$ cat config.mk
export PLATFORM = sky130hd
export DESIGN_NAME = program_loop_watchdog
export DESIGN_NICKNAME = d
export VERILOG_FILES = /design/src/hdl/guard_timer_pkg.sv /design/src/hdl/program_loop_watchdog.sv
export SDC_FILE = /design/constraint.sdc
export NUM_CORES = 1
export LEC_CHECK = 0
export CORE_ASPECT_RATIO = 2
export CORE_UTILIZATION = 33
export DETAILED_ROUTE_END_ITERATION = 7
export DONT_BUFFER_PORTS = 1
export MAX_ROUTING_LAYER = met4
export PLACE_DENSITY = 0.48
export SYNTH_ARGS = -nofsm -noshare
export SYNTH_HDL_FRONTEND = slang
export SYNTH_SLANG_ARGS = --single-unit
$ cat constraint.sdc
create_clock -name core_clk -period 5 [get_ports core_clk]
set_clock_uncertainty 0.05 [all_clocks]
set_input_delay 1 -clock core_clk [delete_from_list [all_inputs] [get_ports core_clk]]
set_output_delay 1 -clock core_clk [all_outputs]
set_load 0.02 [all_outputs]
$ cat src/hdl/guard_timer_pkg.sv
// constants, bus carrier and state record of the program loop watchdog
// assumes one core clock domain; the bus request is driven from that domain
package guard_timer_pkg;

  // ****************************************
  // register map
  // ****************************************
  localparam logic [15:0] MODE_ADDR       = 16'hFF98;
  localparam logic [15:0] KEY_ADDR        = 16'hFF99;
  localparam logic [7:0]  MODE_RESET      = 8'h67;
  localparam logic [7:0]  KEY_READ_VALUE  = 8'h9A;
  localparam logic [7:0]  KEY_VALUE       = 8'hAC;
  localparam logic [2:0]  MODE_FIXED_TOP  = 3'h3;
  localparam logic [7:0]  UNMAPPED_READ   = 8'h00;

  // ****************************************
  // field layout
  // ****************************************
  localparam int CLOCK_STOP_POS    = 4;
  localparam int CLOCK_SOURCE_POS  = 3;
  localparam int INTERVAL_MSB      = 2;
  localparam int RESET_CAUSE_POS   = 4;

  // ****************************************
  // timing
  // ****************************************
  localparam int RING_BASE_EXP     = 11;
  localparam int XTAL_BASE_EXP     = 13;
  localparam int COUNT_W           = 20;

  typedef struct packed {
    logic [15:0] addr;
    logic [7:0]  wdata;
    logic        wr;
    logic        rd;
    logic        bit_op;
  } bus_req_t;

  typedef struct packed {
    logic halt;
    logic stop;
    logic xtal_stopped;
    logic osc_stabilizing;
  } power_state_t;

  typedef struct packed {
    logic               ring_meta;
    logic               ring_sync;
    logic               ring_prev;
    logic               xtal_meta;
    logic               xtal_sync;
    logic               xtal_prev;
    logic [4:0]         mode;
    logic               mode_written;
    logic               wait_done;
    logic [COUNT_W-1:0] count;
    logic               rst_pulse;
    logic [7:0]         rdata;
  } wdt_state_t;

  localparam wdt_state_t STATE_RESET = '{
    ring_meta: 1'b0, ring_sync: 1'b0, ring_prev: 1'b0,
    xtal_meta: 1'b0, xtal_sync: 1'b0, xtal_prev: 1'b0,
    mode: MODE_RESET[4:0], mode_written: 1'b0, wait_done: 1'b0,
    count: '0, rst_pulse: 1'b0, rdata: 8'h00};

endpackage

$ cat src/hdl/program_loop_watchdog.sv
// program loop watchdog: mode and restart key registers, interval counter, reset request
// assumes ring and crystal clocks arrive as raw pins and power state comes from core clock logic
`timescale 1ns/10ps
`default_nettype none

// Summary of operation
// - mode register takes one write after reset, reads freely, resets to 67H
// - a second mode write while running raises the internal reset
// - bits 4:3 pick ring clock, crystal clock, or stop counting
// - bits 2:0 set overflow at ring/2^11 or crystal/2^13, doubling per step
// - after reset counting starts at once on ring clock, longest interval
// - every mode register write gets one wait cycle
// - any accepted mode write clears the counter
// - writing ACH to the restart register clears the counter, counting resumes
// - any other restart register value raises the internal reset
// - a single-bit access to the restart register raises the internal reset
// - restart register always reads 9AH
// - non-stoppable option ignores bits 4:3 and always counts on ring clock
// - non-stoppable option keeps counting in every state including STOP
// - counter overflow of the chosen interval raises the internal reset
// - while stopped, second writes, bit accesses and bad keys cause no reset
// - stoppable option pauses in HALT and STOP, holding the count
// - a watchdog reset sets the watchdog flag of the reset-cause register
// - crystal counting gets no ticks while crystal stopped, halted or stabilizing
module program_loop_watchdog
  import guard_timer_pkg::*;
#(
  parameter bit RING_NONSTOP = 1'b0
)(
  // clock and reset
  input  wire logic                     core_clk,
  input  wire logic                     rst_n,
  // register access
  input  wire guard_timer_pkg::bus_req_t bus,
  output logic [7:0]                    bus_rdata,
  output logic                          bus_wait,
  // counting clock pins
  input  wire logic                     ring_osc_in,
  input  wire logic                     crystal_in,
  // processor power state
  input  wire guard_timer_pkg::power_state_t pwr,
  // reset outputs
  output logic                          wdt_reset_req,
  output logic                          guard_reset_cause_flag
);
  import guard_timer_pkg::*;

  // ****************************************
  // helpers
  // ****************************************
  function automatic logic [COUNT_W-1:0] terminal_count(input logic [4:0] m);
    int exp;
    exp = (m[CLOCK_SOURCE_POS] ? XTAL_BASE_EXP : RING_BASE_EXP) + int'(m[INTERVAL_MSB:0]);
    terminal_count = ~({COUNT_W{1'b1}} << exp);
  endfunction

  // rising edge of a synchronised pin, shared by both counting clocks
  function automatic logic rising(input logic now_level, input logic last_level);
    rising = now_level && !last_level;
  endfunction

  wdt_state_t state;
  wdt_state_t next_state;

  logic mode_access;
  logic mode_commit;
  logic key_access;
  logic key_good;
  logic running;
  logic ring_tick;
  logic xtal_tick;
  logic tick;
  logic illegal;
  logic overflow;

  // ****************************************
  // decode
  // ****************************************
  always_comb
  begin
    mode_access = bus.wr && (bus.addr == MODE_ADDR);
    // byte writes only; bit operations on the mode register are dropped
    mode_commit = mode_access && state.wait_done && !bus.bit_op;
    key_access  = bus.wr && (bus.addr == KEY_ADDR);
    key_good    = key_access && !bus.bit_op && (bus.wdata == KEY_VALUE);
    running     = RING_NONSTOP || !state.mode[CLOCK_STOP_POS];
    ring_tick   = rising(state.ring_sync, state.ring_prev);
    xtal_tick   = rising(state.xtal_sync, state.xtal_prev);
    if (RING_NONSTOP)
    begin
      tick = ring_tick;
    end
    else if (!running || pwr.halt || pwr.stop)
    begin
      tick = 1'b0;
    end
    else if (state.mode[CLOCK_SOURCE_POS])
    begin
      tick = xtal_tick && !pwr.xtal_stopped && !pwr.osc_stabilizing;
    end
    else
    begin
      tick = ring_tick;
    end
    illegal  = running && ((mode_commit && state.mode_written) ||
               (key_access && !key_good));
    overflow = tick && (state.count == terminal_count(state.mode));
  end

  // ****************************************
  // next state
  // ****************************************
  always_comb
  begin
    next_state = state;
    // first flops only feed the second ones
    next_state.ring_meta = ring_osc_in;
    next_state.ring_sync = state.ring_meta;
    next_state.ring_prev = state.ring_sync;
    next_state.xtal_meta = crystal_in;
    next_state.xtal_sync = state.xtal_meta;
    next_state.xtal_prev = state.xtal_sync;
    next_state.wait_done = mode_access && !state.wait_done;
    if (tick)
    begin
      next_state.count = overflow ? '0 : state.count + 1'b1;
    end
    if (mode_commit && !state.mode_written)
    begin
      next_state.mode_written = 1'b1;
      next_state.mode = bus.wdata[4:0];
      if (RING_NONSTOP)
      begin
        next_state.mode[CLOCK_STOP_POS]   = 1'b0;
        next_state.mode[CLOCK_SOURCE_POS] = 1'b0;
      end
    end
    // a clear beats a coincident tick so a restart is never lost
    if (mode_commit)
    begin
      next_state.count = '0;
    end
    if (key_good)
    begin
      next_state.count = '0;
    end
    next_state.rst_pulse = illegal || overflow;
    if (bus.rd)
    begin
      case (bus.addr)
        MODE_ADDR:
        begin
          next_state.rdata = {MODE_FIXED_TOP, state.mode};
        end
        KEY_ADDR:
        begin
          next_state.rdata = KEY_READ_VALUE;
        end
        default:
        begin
          next_state.rdata = UNMAPPED_READ;
        end
      endcase
    end
  end

  always_ff @(posedge core_clk or negedge rst_n)
  begin
    if (!rst_n)
    begin
      state <= STATE_RESET;
    end
    else
    begin
      state <= next_state;
    end
  end

  // ****************************************
  // outputs
  // ****************************************
  assign bus_rdata              = state.rdata;
  assign bus_wait               = mode_access && !state.wait_done;
  assign wdt_reset_req          = state.rst_pulse;
  // the cause flag is a set strobe; the reset-cause register itself lives elsewhere
  assign guard_reset_cause_flag = state.rst_pulse;
endmodule // program_loop_watchdog

`default_nettype wire

==> results.md, run 1 <==
- Post-Layout Cell Count: 384
- Req. time, crit path: 5.12 ns
- Bufs and invs on worst path: 2
- Post-DP HPWL: 6.03 mm
- Synth cell count leaders: 38 x dfrtp_1, 31 x nor2_1, 21 x nand2_1
- Final setup viols: 0
- Via count: 2256
- WL/cell: 20.1 um
- Syn avg cell area: 9.04 sq um
- Post-CTS setup repair buffer count: 0
- Starting DRT DRC Count: 67
- CTS tree: done
- Period utilisation layout: 0.808
- Placed insts: 377
- Clk_lat worst skew: 0.29 ns
- Placed Area: 2710 sq um
- Critical path type: reg -> reg
- Core area: 7890 sq um
- GPL Wtd Cong: 0.936
- Die height: 129 um
- Cell taking the most area after synthesis: dfrtp_1
- Io pins: 46
- WL final: 7.70 mm
- ANT cells: 0
- Layout net count: 330
- PwrDens: 255 nW/um^2
- Cts bufs inserted: 5
- Hold Buf Count CTS: 0
- Flops & latches, synth: 41
- CP max-delay cell: or4_4
- Number of synthesized flops with an enable pin: 0
- Vias in the first global route: 2261
- Ranking of synthesized cells by area: dfrtp_1 36%, nor2_1 4.4%, xor2_1 3.6%, dfstp_2 3.0%, mux2_2 3.0%
- Drt drc: 0
- Synth cell types: 58
- Data arrival, critical path: 4.16 ns
- Max_slew headroom: 0.413
- Post_cts resized: 0
- Max_cap viols: 0
- Most common cell type on the critical path: fa_1
- VDD IR-drop max: 0.000260 V
- Startpoint Class: flop
- Yosys top cell area share: 0.356
- Layout Area Growth over Synthesis: 6.66%
- Ratio of cells with drive above 1 in the final layout: 0.101
- Remaining antenna violation count after routing: 0
- Die Width: 65.6 um
- Worst hold slack: 0.295 ns
- 1st-pass router iterations: 4
- FF-to-FF setup slack: 0.96 ns
- Post-synth ARST share: 1.00
- Actual slew at the worst max-slew pin: 0.873 ns
- Worst-path clk slew: 0.06 ns
- Fmax: 248 MHz
- Fin util: 0.361
- Slowest stage delay, CP: 0.56 ns
- Yosys warns: 0
- Starting Density: 0.338
- Final instance area: 2850 sq um
- Clock sink count: 41
- Crit-path max FO: 10
- Die ar.: 8470 sq um
- Via/cell ratio: 5.88
- Cells after Synth: 295
- Register area share after synthesis: 0.386
- Status: completed
- Tmin final: 4.04 ns
- Delay-heaviest family, CP: simple AND/OR/NAND/NOR gates
- Clock tree root buffer cell: clkbuf_16
- Max-slew violations: 0
- GRT Resource Usage Total: 0.208
- Number of I/O port buffers: 0
- Largest net degree at the start of global routing: 42
- Htree depth: 2
- Element type at the critical path end: flop
- Row cnt: 46
- CP cell instances: inv_1 -> fa_1 -> fa_1 -> or4_1 -> a2111oi_2 -> a311oi_1 -> o32a_1 -> or4_4 -> o32ai_4 -> buf_4 -> nor2_1
- Most instantiated library cell after synthesis: dfrtp_1
- Syn nets: 337
- Global-route wire length before repair: 12.2 mm
- Static Leak: 0.00110 uW
- GR Overflow Total: 0
- Setup_tns: 0 ns
- RSZ-0062 raised after global routing: false
- Ys flop type: dfrtp_1
- Clock Tree Buf Depth: 2
- Syn Std Cell Area: 2670 sq um
- Antenna violations before repair: 0
- Hold crit path type: reg -> reg
- Final Hold Fails: 0
-- final timing paths --
check / start / cells past startpoint / to
min reg2reg: next_state[40]$_DFF_PN0_ / 0 / next_state[39]$_DFF_PN0_
min: next_state[40]$_DFF_PN0_ / 0 / next_state[39]$_DFF_PN0_
min in group asynchronous: rst_n / 0 / state[21]$_DFFE_PN0P_
max in group asynchronous: rst_n / 0 / state[32]$_DFFE_PN1P_
max: state[34]$_DFFE_PN0P_ / 11 / state[11]$_DFFE_PN0P_
max reg2reg: state[34]$_DFFE_PN0P_ / 11 / state[11]$_DFFE_PN0P_
-- report_power, final --
group	internal, uW	switching [uW]
Sequential	344	28.9
Clock	183	131
Combinational	19.4	19.9
-- cell families (layout without fill, tap and decap cells) --
logic type / Yosys count / count (layout) / synth area share
AOI/OAI and AO/OA: 60 / 60 / 0.166
DFF: 41 / 41 / 0.386
and+or+nand+nor: 127 / 127 / 0.255
xor gates and xnor gates: 17 / 17 / 0.0558
muxes: 7 / 7 / 0.0296
adders and majority gates: 7 / 7 / 0.0385
buffers and inverters: 36 / 29 / 0.0694
-- layout by cell type, fill, tap and decap left out, types with 5 or more instances in the layout --
| cell type | instances |
|---|---|
| mux2_2 | 7 |
| o21ai_0 | 13 |
| nor3_1 | 7 |
| nor2_1 | 31 |
| inv_1 | 16 |
| clkbuf_16 | 5 |
| nand3_1 | 15 |
| ha_1 | 5 |
| nand4_1 | 12 |
| nand2_1 | 21 |
| buf_4 | 6 |
| xor2_1 | 11 |
| xnor2_1 | 6 |
| nor3b_1 | 6 |
| nor2b_1 | 6 |
| dfrtp_1 | 38 |
| a21oi_1 | 9 |
-- per-stage QoR --
step	total power [uW]	setup slack, ns
finish	727	0.961
global route	752	0.727
CTS	732	0.909
detailed placement	416	0.905
global placement	417	0.956
floorplan	400	1.27
-- sequential cells by signal, indices dropped and copies added (netlist names) --
| name | count |
|---|---|
| bus_rdata | 7 |
| guard_reset_cause_flag | 1 |
| next_state | 4 |
| state | 29 |
-- cell type report --
class | instances | area [sq um]
tap | 96 | 120
fill | 823 | 5040
clock buffer | 6 | 129
clock inverter | 1 | 8.76
timing repair buffer | 6 | 45.0
inverter | 16 | 60.1
sequential | 41 | 1030
multi-input combinational | 218 | 1450
-- routing by layer --
metal | wire, um | vias up | global-route usage
li1 | - | 1053 | -
met1 | 2560 | 1093 | 0.188
met2 | 4450 | 86 | 0.386
met3 | 249 | 24 | 0.0317
met4 | 437 | 0 | 0.134
met5 | 0 | - | -
Note: power is estimated with default switching activity, not from simulation.
==> run 2, diff against run 1 <==
==> constraint.sdc (replaced) <==
create_clock -name core_clk -period 3.89 [get_ports core_clk]
set_clock_uncertainty 0.05 [all_clocks]
set_input_delay 0.778 -clock core_clk [delete_from_list [all_inputs] [get_ports core_clk]]
set_output_delay 0.778 -clock core_clk [all_outputs]
set_load 0.02 [all_outputs]
==> run 2 against run 1 <==
Against the previous run: final cell count up 1.3%; critical path depth shrank 1; worst hold slack worse by 0.17 ns; sequential power grew 27%; clock power rose by 60%; power grew 41%; critical path type unchanged; largest cell class unchanged; largest power group is now clock.
==> results.md, run 2 (synthesized netlist as in run 1, its figures left out) <==
- Status: completed (unchanged)
- Antenna violations before repair: 0 (unchanged)
- Worst Setup SP: state[31]$_DFFE_PN1P_ (was state[34]$_DFFE_PN0P_)
- Slowest stage delay, CP: 0.56 ns (about the same)
- Max_slew headroom: 0.572 (was 0.413)
- Critical path type: reg -> reg (unchanged)
- VDD IR-drop max: 0.000337 V (was 0.000260 V)
- Static Leak: 0.00114 uW (was 0.00110 uW)
- RSZ-0062 raised after global routing: false (unchanged)
- Vias in the first global route: 2307 (was 2261)
- Hold crit path type: in -> async (was reg -> reg)
- Row cnt: 46 (unchanged)
- Post-CTS setup repair buffer count: 0 (unchanged)
- Fmax: 269 MHz (was 248 MHz)
- R2r endpoint: state[26]$_DFFE_PN0P_ (was state[11]$_DFFE_PN0P_)
- Starting Density: 0.338 (unchanged)
- Tmin final: 3.72 ns (was 4.04 ns)
- Data arrival, critical path: 3.85 ns (was 4.16 ns)
- CP max-delay cell: or4_4 (unchanged)
- Die height: 129 um (unchanged)
- Comb power frac: 0.046 (was 0.054)
- Sequential share of power: 0.462 (was 0.513)
- Startpoint Class: flop (unchanged)
- Sw frac: 0.229 (was 0.247)
- Crit path depth: 10 (was 11)
- Htree depth: 2 (unchanged)
- Period utilisation layout: 0.955 (was 0.808)
- Switching power: 234 uW (was 180 uW)
- Layout net count: 334 (was 330)
- WL final: 7.37 mm (was 7.70 mm)
- Delay-heaviest family, CP: simple AND/OR/NAND/NOR gates (unchanged)
- Number of I/O port buffers: 0 (unchanged)
- GRT Resource Usage Total: 0.195 (was 0.208)
- R2R depth: 10 (was 11)
- WL/cell: 19.0 um (was 20.1 um)
- Pre-CTS WS: 0.198 ns (was 0.905 ns)
- Final setup viols: 0 (unchanged)
- Worst r2r src: state[31]$_DFFE_PN1P_ (was state[34]$_DFFE_PN0P_)
- Max reg flops: 29 (unchanged)
- Most common cell type on the critical path: fa_1 (unchanged)
- Largest Register: state (unchanged)
- PwrDens: 349 nW/um^2 (was 255 nW/um^2)
- CP cell instances: fa_1 -> fa_1 -> or4_1 -> a2111oi_2 -> a311oi_1 -> o32a_1 -> or4_4 -> o32ai_4 -> buf_12 -> nor2_1 (was inv_1 -> fa_1 -> fa_1 -> or4_1 -> a2111oi_2 -> a311oi_1 -> o32a_1 -> or4_4 -> o32ai_4 -> buf_4 -> nor2_1)
- Crit path to: state[26]$_DFFE_PN0P_ (was state[11]$_DFFE_PN0P_)
- Commonest non-fill, non-tap cells in the layout: 38 x dfrtp_1, 31 x nor2_1, 21 x nand2_1, 16 x inv_1, 15 x nand3_1 (unchanged)
- Final Hold Fails: 0 (unchanged)
- Largest net degree at the start of global routing: 42 (unchanged)
- Global-route wire length before repair: 11.7 mm (was 12.2 mm)
- Ratio of cells with drive above 1 in the final layout: 0.119 (was 0.101)
- Worst-path clk slew: 0.06 ns (about the same)
- Element type at the critical path end: flop (unchanged)
- Starting DRT DRC Count: 60 (was 67)
- Max-slew violations: 0 (unchanged)
- Actual slew at the worst max-slew pin: 0.640 ns (was 0.873 ns)
- Int Power: 788 uW (was 547 uW)
- Clock Tree Buf Depth: 2 (unchanged)
- Core area: 7890 sq um (unchanged)
- Max_cap viols: 0 (unchanged)
- FF-to-FF setup slack: 0.17 ns (was 0.96 ns)
- Via/cell ratio: 5.72 (was 5.88)
- Die Width: 65.6 um (unchanged)
- Cts bufs inserted: 5 (unchanged)
- Via count: 2224 (was 2256)
- Setup_tns: 0 ns (unchanged)
- Die ar.: 8470 sq um (unchanged)
- CTS tree: done (unchanged)
- Clock tree root buffer cell: clkbuf_16 (unchanged)
- Req. time, crit path: 4.02 ns (was 5.12 ns)
- Hold Buf Count CTS: 0 (unchanged)
- Clk_lat worst skew: 0.29 ns (about the same)
- 1st-pass router iterations: 4 (unchanged)
- Layout Area Growth over Synthesis: 9.71% (was 6.66%)
- ANT cells: 0 (unchanged)
- GPL Wtd Cong: 0.861 (was 0.936)
- Clock sink count: 41 (unchanged)
- Leading cell type in the layout, fill and taps excluded: dfrtp_1 (unchanged)
- Io pins: 46 (unchanged)
- Post-DP HPWL: 5.65 mm (was 6.03 mm)
- Fillers: 799 (was 823)
- GR Overflow Total: 0 (unchanged)
- Post_cts resized: 0 (unchanged)
- Clock power share: 0.492 (was 0.433)
- Final worst slack: 0.173 ns (was 0.961 ns)
- Bufs and invs on worst path: 1 (was 2)
- Crit-path max FO: 17 (was 10)
- Remaining antenna violation count after routing: 0 (unchanged)
- Drt drc: 0 (unchanged)
-- run 2: layout make-up --
cell class / count / area [sq um] / area share
clock buffer: 6 / 139 / 0.0475
clock inverter: 2 / 37.5 / 0.0128
inverter: 16 / 60.1 / 0.0205
multi-input combinational: 218 / 1450 / 0.496
sequential: 41 / 1030 / 0.352
tap: 96 / 120 / 0.0410
timing repair buffer: 10 / 87.6 / 0.0299
-- run 2: how the worst min path moves through the flow --
stage / to / slack [ns] / cells after the start
finish: bus_rdata[0]$_DFFE_PN0P_ / 0.13 / 0
global route: bus_rdata[0]$_DFFE_PN0P_ / 0.12 / 0
CTS: state[29]$_DFF_PN0_ / 0.12 / 0
detailed placement: next_state[36]$_DFF_PN0_ / 0.29 / 0
global placement: next_state[36]$_DFF_PN0_ / 0.28 / 0
floorplan: next_state[36]$_DFF_PN0_ / 0.28 / 0
-- run 2: power by group through the flow --
stage / clock network [uW] / logic (uW) / registers (uW)
global placement: 0 / 47.2 / 482
finish: 502 / 47.3 / 472
global route: 522 / 53.7 / 477
floorplan: 0 / 48.5 / 466
detailed placement: 0 / 48.1 / 481
CTS: 516 / 48.4 / 474
-- run 2: per-stage QoR --
stage,power [uW],hold slack [ns],util,instance area (sq um),cells
floorplan,514,0.281,-,2670,295
global placement,529,0.284,0.349,2750,381
detailed placement,529,0.286,0.349,2750,381
CTS,1040,0.121,0.371,2930,389
global route,1050,0.120,0.371,2930,389
finish,1020,0.127,0.371,2930,389
-- run 2: layer usage --
layer / up-vias / GRT usage / share of wire
li1: 1065 / - / -
met1: 1053 / 0.171 / 0.34
met2: 82 / 0.357 / 0.55
met3: 24 / 0.0229 / 0.034
met4: 0 / 0.155 / 0.078
met5: - / - / 0
